===== config.mk =====
export PLATFORM = sky130hd
export DESIGN_NAME = mme_top
export DESIGN_NICKNAME = d
export VERILOG_FILES = /design/src/verilog/mme_pkg.sv /design/src/verilog/mme_buf2.sv /design/src/verilog/mme_top.sv
export VERILOG_INCLUDE_DIRS = /design/src /design/src/verilog
export SDC_FILE = /design/constraint.sdc
export NUM_CORES = 1
export LEC_CHECK = 0
export CAP_MARGIN = 20
export CORE_MARGIN = 2
export CORE_UTILIZATION = 60
export DETAILED_ROUTE_END_ITERATION = 8
export DONT_BUFFER_PORTS = 1
export PLACE_DENSITY = 0.8
export SYNTH_ARGS = -nofsm -noshare
export SYNTH_HDL_FRONTEND = slang
export SYNTH_SLANG_ARGS = --single-unit
export TNS_END_PERCENT = 30

===== constraint.sdc =====
create_clock -name clk -period 3.46 [get_ports clk]
set_clock_uncertainty 0.05 [all_clocks]
set_input_delay 0.346 -clock clk [delete_from_list [all_inputs] [get_ports clk]]
set_output_delay 0.346 -clock clk [all_outputs]
set_load 0.005 [all_outputs]

===== src/verilog/mme_map.svh =====
// Constants for the monitor entry and serial link block.
`ifndef MME_MAP_SVH
`define MME_MAP_SVH
`define MME_BAUD_DIV 16'd278
`define MME_HALF_BIT 16'd139
`define MME_SEC_BYTES 4'd8
`define MME_BRK_BITS 4'd10
`define MME_ECHO_GAP_BITS 4'd2
`define MME_FRAME_BITS 4'd10
`define MME_BLANK_BYTE 8'hff
`define MME_VEC_USER_RST 16'hfffe
`define MME_VEC_MON_RST 16'hfefe
`define MME_VEC_USER_SWI 16'hfffc
`define MME_VEC_MON_SWI 16'hfefc
`define MME_DIV2 2'd1
`define MME_DIV4 2'd3
`define MME_EXTRA_RST_CYC 8'd16
`endif


===== src/verilog/mme_pkg.sv =====
// Types shared by the monitor entry and serial link block.
package mme_pkg;
  typedef enum logic [1:0] {
    MME_MODE_USER = 2'b00,
    MME_MODE_NORMAL = 2'b01,
    MME_MODE_FORCED = 2'b10
  } mme_mode_t;
  typedef enum logic [2:0] {
    MME_ST_SEC = 3'b000,
    MME_ST_BRK = 3'b001,
    MME_ST_RUN = 3'b010,
    MME_ST_GAP = 3'b011,
    MME_ST_ECHO = 3'b100,
    MME_ST_BGAP = 3'b101,
    MME_ST_BECHO = 3'b110
  } mme_link_t;
endpackage : mme_pkg


===== src/verilog/mme_buf2.sv =====
// Two-entry buffer with valid and ready on both sides.
`timescale 1ns/1ps
`default_nettype none
module mme_buf2 (
  input wire logic clk, // Clock.
  input wire logic rst_b, // Asynchronous reset, active low.
  input wire logic ce, // Clock enable.
  input wire logic [7:0] in_data, // Data in.
  input wire logic in_valid, // Data in valid.
  output logic in_ready, // Space available.
  output logic [7:0] out_data, // Data out, registered.
  output logic out_valid, // Data out valid.
  input wire logic out_ready // Consumer takes data.
);
  logic [7:0] mem_r [0:1];
  logic wp_r;
  logic rp_r;
  logic [1:0] cnt_r;
  wire push = in_valid && in_ready;
  wire pop = out_valid && out_ready;
  // Count tells full from empty honestly.
  assign in_ready = (cnt_r != 2'd2);
  assign out_valid = (cnt_r != 2'd0);
  assign out_data = mem_r[rp_r];
  // Pointers and storage advance only while enabled.
  always_ff @(posedge clk or negedge rst_b)
    if (!rst_b)
    begin
      wp_r <= 1'b0;
      rp_r <= 1'b0;
      cnt_r <= 2'd0;
      mem_r[0] <= 8'h00;
      mem_r[1] <= 8'h00;
    end
    else if (ce)
    begin
      if (push)
        mem_r[wp_r] <= in_data;
      if (push)
        wp_r <= ~wp_r;
      if (pop)
        rp_r <= ~rp_r;
      cnt_r <= cnt_r + {1'b0, push} - {1'b0, pop};
    end
endmodule : mme_buf2
`default_nettype wire


===== src/verilog/mme_top.sv =====
// Monitor-mode entry latch, clock divide select and single-wire serial link.
// How it works
// - All traffic uses one wired-OR serial pin; we only pull low.
// - Normal entry with divider select low: bus clock is input divided by two.
// - Normal entry with divider select high: bus clock is input divided by four.
// - Divider select low bypasses the oscillator halving only under test voltage.
// - Erased reset vector allows entry without test voltage.
// - Forced entry ignores port B pins; bus clock fixed at divide by four.
// - Blank-vector entry adds one extra reset, 16 cycles long, after power-on.
// - Entry pins latch on reset rising edge; later changes are ignored.
// - Wait for eight security bytes before any command.
// - After security bytes, send a ten-low-bit break.
// - Normal entry: watchdog off while test voltage on either pin.
// - Test voltage on reset pin lets the interrupt pin be released.
// - Forced entry disables the watchdog unconditionally.
// - Monitor mode fetches reset, break and interrupt vectors from monitor page.
// - Programmed reset vector needs test voltage for entry.
// - NRZ mark/space format, identical baud both directions.
// - One bit lasts 278 bus clocks.
// - Host-downloaded RAM code may run; other pins keep normal roles.
// - Every byte received after the break is echoed back on the serial pin while the buffer has room.
// - On break: hold high two bit times, then echo the break.
`timescale 1ns/1ps
`default_nettype none
`include "mme_map.svh"
module mme_top (
  input wire logic clk, // Bus-rate clock.
  input wire logic rst_b, // Asynchronous reset, active low.
  input wire logic ce, // Clock enable, freezes state when low.
  input wire logic reset_pin_in, // Reset pin level after conditioning.
  input wire logic irq_test_voltage, // Test voltage sensed on interrupt pin.
  input wire logic rst_test_voltage, // Test voltage sensed on reset pin.
  input wire logic clock_divider_select_pin, // Divider select pin.
  input wire logic mode_select_pin_zero, // Mode select pin zero.
  input wire logic mode_select_pin_one, // Mode select pin one.
  input wire logic serial_select_pin, // Serial select pin.
  input wire logic [7:0] rst_vec_hi, // Reset vector high byte as stored.
  input wire logic [7:0] rst_vec_lo, // Reset vector low byte as stored.
  input wire logic monitor_serial_pin_in, // Serial pin level.
  output logic monitor_serial_pin_out, // Serial pin drive value, always low.
  output logic monitor_serial_pin_oe_b, // Low while pulling the pin low.
  output logic [7:0] rx_data, // Received byte for the firmware.
  output logic rx_valid, // Received byte valid.
  input wire logic rx_ready, // Firmware takes the received byte.
  output logic sec_done, // Eight security bytes received.
  output logic cmd_ready, // Break sent, commands accepted.
  output logic monitor_mode, // Monitor mode latched.
  output logic forced_mode, // Forced entry latched.
  output logic [1:0] bus_div_sel, // Bus clock divide minus one.
  output logic osc_bypass, // Oscillator halving bypassed.
  output logic watchdog_timer_disable, // Watchdog held off.
  output logic extra_reset, // One extra internal reset request.
  output logic [15:0] reset_vec_addr, // Reset vector fetch address.
  output logic [15:0] swi_vec_addr // Break and interrupt vector address.
);
  mme_pkg::mme_mode_t mode_r, mode_nxt;
  mme_pkg::mme_link_t st_r, st_nxt;
  logic [2:0] rx_sync_r;
  logic [2:0] rp_sync_r;
  logic rx_line_r;
  logic rx_prev_r;
  logic rp_line_r;
  logic rp_prev_r;
  logic extra_done_r;
  logic [7:0] xr_cnt_r;
  logic [15:0] rx_tick_r;
  logic [3:0] rx_bit_r;
  logic [7:0] rx_sh_r;
  logic rx_busy_r;
  logic rx_zero_r;
  logic [15:0] tx_tick_r;
  logic [3:0] tx_bit_r;
  logic [9:0] tx_sh_r;
  logic tx_busy_r;
  logic [3:0] cnt_r;
  logic [7:0] echo_r;
  logic pin_oe_b_r;
  logic [1:0] div_r;
  logic byp_r;
  logic wd_r;
  logic [15:0] rv_r;
  logic [15:0] sv_r;
  logic xr_r;
  // Three-stage synchronisers; a change counts once stages two and three agree.
  always_ff @(posedge clk or negedge rst_b)
    if (!rst_b)
    begin
      rx_sync_r <= 3'b111;
      rp_sync_r <= 3'b000;
      rx_line_r <= 1'b1;
      rx_prev_r <= 1'b1;
      rp_line_r <= 1'b0;
    end
    else if (ce)
    begin
      rx_sync_r <= {rx_sync_r[1:0], monitor_serial_pin_in};
      rp_sync_r <= {rp_sync_r[1:0], reset_pin_in};
      rx_prev_r <= rx_line_r;
      if (rx_sync_r[1] == rx_sync_r[2])
        rx_line_r <= rx_sync_r[2];
      if (rp_sync_r[1] == rp_sync_r[2])
        rp_line_r <= rp_sync_r[2];
    end
  // Entry decode on the reset pin's rising edge.
  wire rp_rise = rp_line_r && !rp_prev_r;
  wire vec_blank = (rst_vec_hi == `MME_BLANK_BYTE) && (rst_vec_lo == `MME_BLANK_BYTE);
  wire pins_ok = mode_select_pin_zero && !mode_select_pin_one && !serial_select_pin;
  wire normal_ok = irq_test_voltage && pins_ok;
  wire forced_ok = !irq_test_voltage && vec_blank && !serial_select_pin;
  always_comb
  begin
    mode_nxt = mode_r;
    if (rp_rise)
    begin
      if (normal_ok)
        mode_nxt = mme_pkg::MME_MODE_NORMAL;
      else if (forced_ok)
        mode_nxt = mme_pkg::MME_MODE_FORCED;
      else
        mode_nxt = mme_pkg::MME_MODE_USER;
    end
  end
  // The mode register updates only at the latch edge, so later pin changes are ignored.
  always_ff @(posedge clk or negedge rst_b)
    if (!rst_b)
    begin
      mode_r <= mme_pkg::MME_MODE_USER;
      rp_prev_r <= 1'b0;
    end
    else if (ce)
    begin
      mode_r <= mode_nxt;
      rp_prev_r <= rp_line_r;
    end
  // Divider select is captured with the mode; forced entry ignores port B.
  always_ff @(posedge clk or negedge rst_b)
    if (!rst_b)
    begin
      div_r <= `MME_DIV4;
      byp_r <= 1'b0;
    end
    else if (ce && rp_rise)
    begin
      if (normal_ok && !clock_divider_select_pin)
      begin
        div_r <= `MME_DIV2;
        byp_r <= 1'b1;
      end
      else
      begin
        div_r <= `MME_DIV4;
        byp_r <= 1'b0;
      end
    end
  // Extra reset after a blank-vector entry, issued once per power-on.
  always_ff @(posedge clk or negedge rst_b)
    if (!rst_b)
    begin
      extra_done_r <= 1'b0;
      xr_cnt_r <= 8'h00;
      xr_r <= 1'b0;
    end
    else if (ce)
    begin
      if (mode_r == mme_pkg::MME_MODE_FORCED && !extra_done_r && !xr_r)
      begin
        xr_r <= 1'b1;
        xr_cnt_r <= `MME_EXTRA_RST_CYC;
      end
      else if (xr_r)
      begin
        xr_cnt_r <= xr_cnt_r - 8'h01;
        if (xr_cnt_r == 8'h01)
        begin
          xr_r <= 1'b0;
          extra_done_r <= 1'b1;
        end
      end
    end
  // Watchdog gate and vector remap follow the latched mode.
  wire mon = (mode_r != mme_pkg::MME_MODE_USER);
  wire wd_nxt = (mode_r == mme_pkg::MME_MODE_FORCED) ||
    (mode_r == mme_pkg::MME_MODE_NORMAL && (irq_test_voltage || rst_test_voltage));
  always_ff @(posedge clk or negedge rst_b)
    if (!rst_b)
    begin
      wd_r <= 1'b0;
      rv_r <= `MME_VEC_USER_RST;
      sv_r <= `MME_VEC_USER_SWI;
    end
    else if (ce)
    begin
      wd_r <= wd_nxt;
      rv_r <= mon ? `MME_VEC_MON_RST : `MME_VEC_USER_RST;
      sv_r <= mon ? `MME_VEC_MON_SWI : `MME_VEC_USER_SWI;
    end
  // Receiver: NRZ, start bit sampled mid-bit, eight data bits LSB first.
  wire rx_tick = (rx_tick_r == 16'd0);
  wire rx_done = rx_busy_r && rx_tick && (rx_bit_r == 4'd9);
  wire rx_brk = rx_done && rx_zero_r && !rx_line_r;
  wire rx_byte = rx_done && rx_line_r;
  // Only a fresh falling edge while we are silent starts a frame, so our own echo is not taken in.
  wire rx_fall = rx_prev_r && !rx_line_r;
  wire rx_listen = !tx_busy_r && (st_r == mme_pkg::MME_ST_SEC || st_r == mme_pkg::MME_ST_RUN);
  always_ff @(posedge clk or negedge rst_b)
    if (!rst_b)
    begin
      rx_busy_r <= 1'b0;
      rx_tick_r <= 16'd0;
      rx_bit_r <= 4'd0;
      rx_sh_r <= 8'h00;
      rx_zero_r <= 1'b0;
    end
    else if (ce)
    begin
      if (!rx_busy_r)
      begin
        if (rx_fall && rx_listen && mon)
        begin
          rx_busy_r <= 1'b1;
          rx_tick_r <= `MME_HALF_BIT;
          rx_bit_r <= 4'd0;
          rx_zero_r <= 1'b1;
        end
      end
      else if (rx_tick)
      begin
        rx_tick_r <= `MME_BAUD_DIV - 16'd1;
        rx_bit_r <= rx_bit_r + 4'd1;
        if (rx_bit_r >= 4'd1 && rx_bit_r <= 4'd8)
        begin
          rx_sh_r <= {rx_line_r, rx_sh_r[7:1]};
          if (rx_line_r)
            rx_zero_r <= 1'b0;
        end
        if (rx_bit_r == 4'd9)
          rx_busy_r <= 1'b0;
      end
      else
        rx_tick_r <= rx_tick_r - 16'd1;
    end
  // Received bytes pass a two-entry buffer; while it is full, a new byte is dropped and gets no echo.
  logic buf_in_ready;
  logic [7:0] buf_data;
  logic buf_valid;
  mme_buf2 u_buf (
    .clk(clk),
    .rst_b(rst_b),
    .ce(ce),
    .in_data(rx_sh_r),
    .in_valid(rx_byte && cmd_ready),
    .in_ready(buf_in_ready),
    .out_data(buf_data),
    .out_valid(buf_valid),
    .out_ready(rx_ready && rx_valid)
  );
  // Link sequencer: security wait, break, then echo each byte the buffer accepts.
  wire tx_idle = !tx_busy_r;
  wire tx_start = tx_idle && (st_nxt == mme_pkg::MME_ST_BRK || st_nxt == mme_pkg::MME_ST_ECHO
    || st_nxt == mme_pkg::MME_ST_BECHO) && (st_r != st_nxt);
  wire gap_end = tx_tick_r == 16'd0 && cnt_r == 4'd0;
  always_comb
  begin
    st_nxt = st_r;
    case (st_r)
      mme_pkg::MME_ST_SEC:
        if (rx_byte && cnt_r == `MME_SEC_BYTES - 4'd1)
          st_nxt = mme_pkg::MME_ST_BRK;
      mme_pkg::MME_ST_BRK:
        if (tx_idle && tx_bit_r == 4'd15)
          st_nxt = mme_pkg::MME_ST_RUN;
      mme_pkg::MME_ST_RUN:
        if (rx_brk)
          st_nxt = mme_pkg::MME_ST_BGAP;
        else if (rx_byte && buf_in_ready)
          st_nxt = mme_pkg::MME_ST_GAP;
      mme_pkg::MME_ST_GAP:
        if (gap_end)
          st_nxt = mme_pkg::MME_ST_ECHO;
      mme_pkg::MME_ST_BGAP:
        if (gap_end)
          st_nxt = mme_pkg::MME_ST_BECHO;
      mme_pkg::MME_ST_ECHO,
      mme_pkg::MME_ST_BECHO:
        if (tx_idle && tx_bit_r == 4'd15)
          st_nxt = mme_pkg::MME_ST_RUN;
      default:
        st_nxt = mme_pkg::MME_ST_SEC;
    endcase
  end
  // Sequencer registers; counter holds bytes in security, bit times in gaps.
  always_ff @(posedge clk or negedge rst_b)
    if (!rst_b)
    begin
      st_r <= mme_pkg::MME_ST_SEC;
      cnt_r <= 4'd0;
      echo_r <= 8'h00;
    end
    else if (ce)
    begin
      st_r <= st_nxt;
      if (st_r == mme_pkg::MME_ST_SEC && rx_byte)
        cnt_r <= cnt_r + 4'd1;
      else if (st_r == mme_pkg::MME_ST_RUN && st_nxt != st_r)
        cnt_r <= `MME_ECHO_GAP_BITS - 4'd1;
      else if ((st_r == mme_pkg::MME_ST_GAP || st_r == mme_pkg::MME_ST_BGAP)
        && tx_tick_r == 16'd0 && cnt_r != 4'd0)
        cnt_r <= cnt_r - 4'd1;
      if (st_r == mme_pkg::MME_ST_RUN && rx_byte)
        echo_r <= rx_sh_r;
    end
  // Transmitter; also times the gap bit periods while idle.
  always_ff @(posedge clk or negedge rst_b)
    if (!rst_b)
    begin
      tx_busy_r <= 1'b0;
      tx_tick_r <= 16'd0;
      tx_bit_r <= 4'd0;
      tx_sh_r <= 10'h3ff;
      pin_oe_b_r <= 1'b1;
    end
    else if (ce)
    begin
      if (tx_start)
      begin
        tx_busy_r <= 1'b1;
        tx_tick_r <= `MME_BAUD_DIV - 16'd1;
        tx_bit_r <= 4'd0;
        // A break is ten zeros; a byte gets start and stop framing.
        tx_sh_r <= (st_nxt == mme_pkg::MME_ST_ECHO) ? {1'b1, echo_r, 1'b0} : 10'h000;
      end
      else if (tx_busy_r || st_r == mme_pkg::MME_ST_GAP || st_r == mme_pkg::MME_ST_BGAP)
      begin
        if (tx_tick_r == 16'd0)
        begin
          tx_tick_r <= `MME_BAUD_DIV - 16'd1;
          if (tx_busy_r)
          begin
            tx_sh_r <= {1'b1, tx_sh_r[9:1]};
            if (tx_bit_r == `MME_FRAME_BITS - 4'd1)
            begin
              tx_busy_r <= 1'b0;
              tx_bit_r <= 4'd15;
            end
            else
              tx_bit_r <= tx_bit_r + 4'd1;
          end
        end
        else
          tx_tick_r <= tx_tick_r - 16'd1;
      end
      else
        tx_bit_r <= 4'd0;
      // Only a low is ever driven; a high is left to the pullup.
      pin_oe_b_r <= !(tx_busy_r && !tx_sh_r[0]);
    end
  // Outputs: registers, decodes of registers and the constant pin drive.
  assign monitor_serial_pin_out = 1'b0;
  assign monitor_serial_pin_oe_b = pin_oe_b_r;
  assign rx_data = buf_data;
  assign rx_valid = buf_valid;
  assign sec_done = (st_r != mme_pkg::MME_ST_SEC);
  assign cmd_ready = (st_r != mme_pkg::MME_ST_SEC) && (st_r != mme_pkg::MME_ST_BRK);
  assign monitor_mode = mon;
  assign forced_mode = (mode_r == mme_pkg::MME_MODE_FORCED);
  assign bus_div_sel = div_r;
  assign osc_bypass = byp_r;
  assign watchdog_timer_disable = wd_r;
  assign extra_reset = xr_r;
  assign reset_vec_addr = rv_r;
  assign swi_vec_addr = sv_r;
endmodule : mme_top
`default_nettype wire

[Yosys cells after proc, flatten, opt, wreduce, memory -nomap -nowiden]
Index checks and enable logic that the tools add are counted.
W data, S select, Z words.
Storage, ports and cells
  RAM bits: 0
  flip-flop bits (word level): 155
  latch bits: 0
  output and inout port bits: 52
  memories kept: 0
  ROM bits: 0
  input bits: 28
  word-level logic and storage cells: 232
Cells by class
  equal/unequal tests: 29
  shifts and indexed selects: 0
  multipliers: 0
  multiplexer cells: 60
  bitwise gates (word level): 5
  divide/modulo/power cells: 0
  order comparisons: 5
  reductions and logical operators: 91
  add/sub/neg operators: 9
Operators by type and width (count)
  $mux W16: 6
  $mux W10: 5
  $mux W8: 6
  $mux W4: 11
  $logic_and A1 B1 Y1: 40
  $logic_not A16 Y1: 2
  $sub A16 B1 Y16 const B: 2
  $reduce_and A2 Y1: 10
  $mux W1: 18
  $mux W3: 6
  $mux W9: 2
  $bwmux W16: 1
  $eq A8 B8 Y1 const B: 2
  $eq A3 B3 Y1 const B: 5
  $pmux W3 S5: 1
  $reduce_bool A2 Y1: 7
  $add A4 B1 Y4 const B: 3
  $eq A4 B4 Y1 const B: 3
  $reduce_and A4 Y1: 3
  $logic_not A1 Y1: 11
  $reduce_and A3 Y1: 3
  $demux W8 S1: 1
  $eq A8 B1 Y1 const B: 1
  $logic_or A1 B1 Y1: 8
  other kinds (28): 42

[Logic depth before layout (Yosys ltp)]
  word-level depth: 15
  mapped depth: 11
  mapped depth without buffers: 11

[Modules after synthesis]
A second synthesis with hierarchy kept.
Unflattened totals
  cells, all modules: 684
  area, all modules: 6796.5 um^2
By module, submodules not included
  mme_top: sequential area each 2600.0 um^2, area each 5838.1 um^2, times used 1, cells each 621
  mme_buf2: sequential area each 500.5 um^2, area each 958.4 um^2, times used 1, cells each 63

[Worst setup path after synthesis]
Ideal clock, no wire load.
  path kind: reg2reg
  from: reg tx_tick_r[0]
  to: reg tx_sh_r[7]
  slack: 0.897 ns
  required time: 3.330 ns
  setup time: 0.080 ns
  stages on the path, launching flop included: 11
  clock period less this slack: 2.563 ns
  arrival time: 2.432 ns
  path buffers: 1
  path through: dfrtp_1 > inv_1 > ha_1 > nor4b_2 > nand4_1 > o41ai_1 > o211a_4 > a21oi_4 > buf_6 > a211o_1 > o221a_2
On the way
  word-level cells in the longest chain between the ends: 11
  elaborated cells between the ends (all ways): 19
  those cells by class: eq/ne: 4; mux: 5; reduce/logical: 10
Ends and longest elaborated chain
  start: declaration: line mme_top.sv:71  | logic [15:0] tx_tick_r;
  start signal: assignment: line mme_top.sv:327  | tx_tick_r <= `MME_BAUD_DIV - 16'd1;
  start signal: assignment: line mme_top.sv:336  | tx_tick_r <= `MME_BAUD_DIV - 16'd1;
  start signal: assignment: line mme_top.sv:350  | tx_tick_r <= tx_tick_r - 16'd1;
  $logic_not A16 Y1 (*): line mme_top.sv:261, mme_top.sv:334
  $logic_and A1 B1 Y1: line mme_top.sv:261  | wire gap_end = tx_tick_r == 16'd0 && cnt_r == 4'd0;
  $mux W3 (on tied branches): line mme_top.sv:281, mme_top.sv:278
  $pmux W3 S5: line mme_top.sv:265  | case (st_r)
  $eq A3 B1 Y1 or $eq A3 B3 Y1 (tied branches): line mme_top.sv:259, mme_top.sv:330
  $logic_or A1 B1 Y1: line mme_top.sv:259  | wire tx_start = tx_idle && (st_nxt == mme_pkg::MME_ST_BRK || st_nxt == mme_pkg::MME_ST_ECHO
  $logic_or A1 B1 Y1: line mme_top.sv:260  | || st_nxt == mme_pkg::MME_ST_BECHO) && (st_r != st_nxt);
  $logic_and A1 B1 Y1: line mme_top.sv:259
  $logic_and A1 B1 Y1: line mme_top.sv:260
  $reduce_bool A2 Y1 (no source line)
  $reduce_and A4 Y1 (no source line)
  end signal: assignment: line mme_top.sv:330  | tx_sh_r <= (st_nxt == mme_pkg::MME_ST_ECHO) ? {1'b1, echo_r, 1'b0} : 10'h000;
  end signal: assignment: line mme_top.sv:339  | tx_sh_r <= {1'b1, tx_sh_r[9:1]};
  end: declaration: line mme_top.sv:73  | logic [9:0] tx_sh_r;
Mark *: on every way between the ends. The rest lies on a longest branch, timed or not.
A chain may end at the register's enable or synchronous reset.

[Final worst setup path]
  from: reg rx_tick_r[10]
  to: reg tx_tick_r[14]
On the way
  word-level cells in the longest chain between the ends: 15
  elaborated cells between the ends (all ways): 23
  those cells by class: eq/ne: 4; mux: 5; reduce/logical: 14
Ends and longest elaborated chain
  start: declaration: line mme_top.sv:66  | logic [15:0] rx_tick_r;
  start signal: assignment: line mme_top.sv:221  | rx_tick_r <= `MME_HALF_BIT;
  start signal: assignment: line mme_top.sv:228  | rx_tick_r <= `MME_BAUD_DIV - 16'd1;
  start signal: assignment: line mme_top.sv:240  | rx_tick_r <= rx_tick_r - 16'd1;
  $logic_not A16 Y1 (*): line mme_top.sv:198  | wire rx_tick = (rx_tick_r == 16'd0);
  $logic_and A1 B1 Y1 (*) (2 in a row): line mme_top.sv:199  | wire rx_done = rx_busy_r && rx_tick && (rx_bit_r == 4'd9);
  $logic_and A1 B1 Y1: line mme_top.sv:201  | wire rx_byte = rx_done && rx_line_r;
  $logic_and A1 B1 Y1: line mme_top.sv:275  | else if (rx_byte && buf_in_ready)
  $mux W3: line mme_top.sv:275
  $mux W3: line mme_top.sv:273  | if (rx_brk)
  $pmux W3 S5 (*): line mme_top.sv:265
  $eq A3 B1 Y1 or $eq A3 B3 Y1 (tied branches): line mme_top.sv:259
  $logic_or A1 B1 Y1: line mme_top.sv:259
  $logic_or A1 B1 Y1: line mme_top.sv:260
  $logic_and A1 B1 Y1: line mme_top.sv:259
  $logic_and A1 B1 Y1 (*): line mme_top.sv:260
  $reduce_bool A2 Y1 (no source line)
  $reduce_and A2 Y1 (no source line)
Marks and branches as above.

==> run metrics <==
setup_tns=0 ns; Post-synth ARST share=1.00; area of the multi-input gates=around 3200 um^2; initial antenna violation count=0; routed len/inst=around 17 um; crit end category=flop; via count=between 5,000 and 6,000; floorplan core area=10,800 um^2; drt drc=0; Final Hold Viols=0; Clock Pin Slew Worst Setup and Hold Paths=0.06 ns; routability cong.=roughly 0.83; DP Wirelength=about 9000 um; Unique masters post-synth=72; CP max FO=17; mean number of vias per cell=around 6.1; first-pass GRT wire length=between 20,000 and 25,000 um; crit path DAT=roughly 3.5 ns; Reg area=approximately 3100 um^2; GR Overflow Total=0; Synth top cells by count=dfrtp_1 (105), nand2_1 (58), nor2_1 (53), o21ai_0 (50), mux2_2 (46); diodes inserted=0; sequential share of the synthesized area=0.467; Syn-to-layout area delta=10.6%; Ports=80; Slew HR=0.561; Synth Instances=660; Non-Filler Instances=between 800 and 900; Int Power=about 3100 uW; row count=38; Die Wd=109 um; syn avg cell area=between 10 and 15 um^2; worst-margin pin slew=about 0.66 ns; area share of the largest cell type after synthesis=0.395; CP peak stage delay=about 0.57 ns; top-count cell post-synth=dfrtp_1; sequential share of power=0.439; hold depth=2; clk buf depth=2; fmax=approximately 0.32 GHz; mapped cell area=between 6000 and 7000 um^2; worst path required time=roughly 3.8 ns; power per cell area=around 620 nW/um^2; Worst R2R Path Depth=7; yosys warns=0; cell count after placement=between 700 and 800; post-place setup slack=slightly above 0.4 ns; IO Port Bufs=0; final core utilization=0.678; Comb pwr share=0.186; ANT nets after route=0; Synth Register Bits=123; Tightest Hold Check Type=primary input to flop; CTS tree=yes; area leader, netlist=dfrtp_1; die area=~12,000 um^2; root buffer cell=clkbuf_8; largest net degree at the start of global routing=~120; RSZ-0062 raised after global routing=no; power share of the clock group=0.375; Top FF cell, synth=dfrtp_1; initial core utilization=0.613; drt first pass iters=5; Final min period=slightly above 3 ns; H-Tree Depth=4; Clk Latency, worst-skew pair=about 0.53 ns; Crit Path Class=flop to flop; final net count=between 700 and 800; status=finished, final reports clean; Initial DRC Count=between 400 and 500; clock sink count=between 100 and 150; Setup crit start kind=flop; GRT Util Overall=0.257; Synth area leaders=dfrtp_1 (40%), mux2_2 (7.8%), dfstp_2 (7.1%), buf_4 (3.8%), o21ai_0 (3.8%); endpoints failing setup=0; Layout fillers=822; Final Max Tran Viols=0; Routed WL=between 10,000 and 15,000 um; Lkg Pwr=~0.0033 uW; number of global-route vias before repair=4,928; total CTS buffers=17; share of layout cells above drive strength 1=0.197; crit-path cells=or4_4 -> nor4b_4 -> nand4_2 -> o211a_4 -> a21oi_4 -> nand2b_4 -> a21boi_0; maximum VDD drop=between 0.6 and 0.7 mV; fin worst setup slack=roughly 0.36 ns; Psw=approximately 1400 uW; max-cap violation count=0; EDFF count, synth=0; CP max stage cell=or4_4; Tcrit/Tclk final=0.897; die height=~110 um; switching share of total power=0.312
## metrics by stage
stage	area (um^2)	power (uW)	hold slack, ns
after floorplan	6760	2610	0.000409
after global placement	6620	2720	0.00427
after detailed placement	6620	2800	0.00475
after CTS	7350	4580	0.00701
after global routing	7350	4800	0.0281
final	7350	4560	0.0358
## worst paths after layout
check	startpoint	end	slack, ns
setup / recovery	rx_tick_r[10]	tx_tick_r[14]	0.36
hold / removal	ce	xr_cnt_r[0]	0.04
setup reg to reg	rx_tick_r[10]	tx_tick_r[14]	0.36
hold reg to reg	extra_done_r	extra_done_r	0.42
max in group asynchronous	rst_b	rx_tick_r[5]	2.50
min in group asynchronous	rst_b	tx_tick_r[6]	0.36
## area by class of cell
cell class,count,share of cell area
multi-input cells,489,0.437
inverters,23,0.0117
repair buffers,18,0.0262
clock buffers,22,0.0630
well taps,140,0.0238
clock inverters,10,0.0158
flip-flops and latches,123,0.422
## registers in the layout, indices dropped and copies added, names as in the netlist, 2 cells and up
signal and cells:
rx_tick_r 16, tx_tick_r 16, u_buf.mem_r 16, tx_sh_r 10, echo_r 8, rx_sh_r 8, xr_cnt_r 8, cnt_r 4
rx_bit_r 4, tx_bit_r 4, rp_sync_r 3, rx_sync_r 3, st_r 3, mode_r 2, u_buf.cnt_r 2
## worst max-delay path, delay by kind of cell, from the launching register on
| kind | cells | cell delay, ns |
|---|---|---|
| and+or+nand+nor | 4 | 1.59 |
| AOI/OAI and AO/OA | 3 | 0.92 |
| DFF | 1 | 0.45 |
## metal layers
metal  part of all wire  routed length, um  GRT usage
met2               0.49               7090      0.415
met3              0.052                750     0.0598
met4              0.029                412      0.121
met1               0.42               6090      0.329
met5                  0                  0          0
## cells by family (layout without fill, tap and decap cells)
| kind of cell | Yosys count | after routing | synth area share |
|---|---|---|---|
| compound gates | 143 | 143 | 0.143 |
| xor+xnor | 18 | 18 | 0.0237 |
| fa+ha+maj | 15 | 15 | 0.0282 |
| buf+inv | 78 | 73 | 0.0665 |
| flops | 123 | 123 | 0.467 |
| mux | 48 | 48 | 0.0810 |
| other cells | 2 | 32 | 0.00113 |
| simple gates | 233 | 233 | 0.190 |
## timing repair
item	4_1_cts	5_1_grt
hold endpoints to repair	154	0
hold buffers	12	0
setup buffers	0	0
resized for setup	0	0
## power groups by stage
| stage | Combinational (uW) | Clock (uW) | Sequential, uW |
|---|---|---|---|
| after global placement | 735 | 0 | 1990 |
| after CTS | 847 | 1740 | 1990 |
| final | 848 | 1710 | 2000 |
| after global routing | 950 | 1800 | 2050 |
| after detailed placement | 788 | 0 | 2010 |
| after floorplan | 727 | 0 | 1880 |
## layout by cell type, fill, tap and decap left out, types with 7 or more instances in the layout
cell / Yosys / routed
dlygate4sd3_1: 0 / 10
nand4_1: 12 / 12
xnor2_1: 12 / 12
nor3_1: 17 / 17
o21ai_0: 50 / 50
nand2_1: 58 / 58
nor2_1: 53 / 53
conb_1: 2 / 32
dfstp_2: 18 / 18
o31ai_1: 8 / 8
clkbuf_16: 0 / 16
nand3_1: 18 / 18
a21oi_1: 28 / 28
dfrtp_1: 105 / 105
nor4_1: 11 / 11
ha_1: 15 / 15
a211o_1: 7 / 7
o221a_2: 8 / 8
mux2_2: 46 / 46
inv_1: 23 / 23
nor2b_1: 7 / 7
and2_1: 7 / 7
Note: power is estimated with default switching activity, not from simulation.
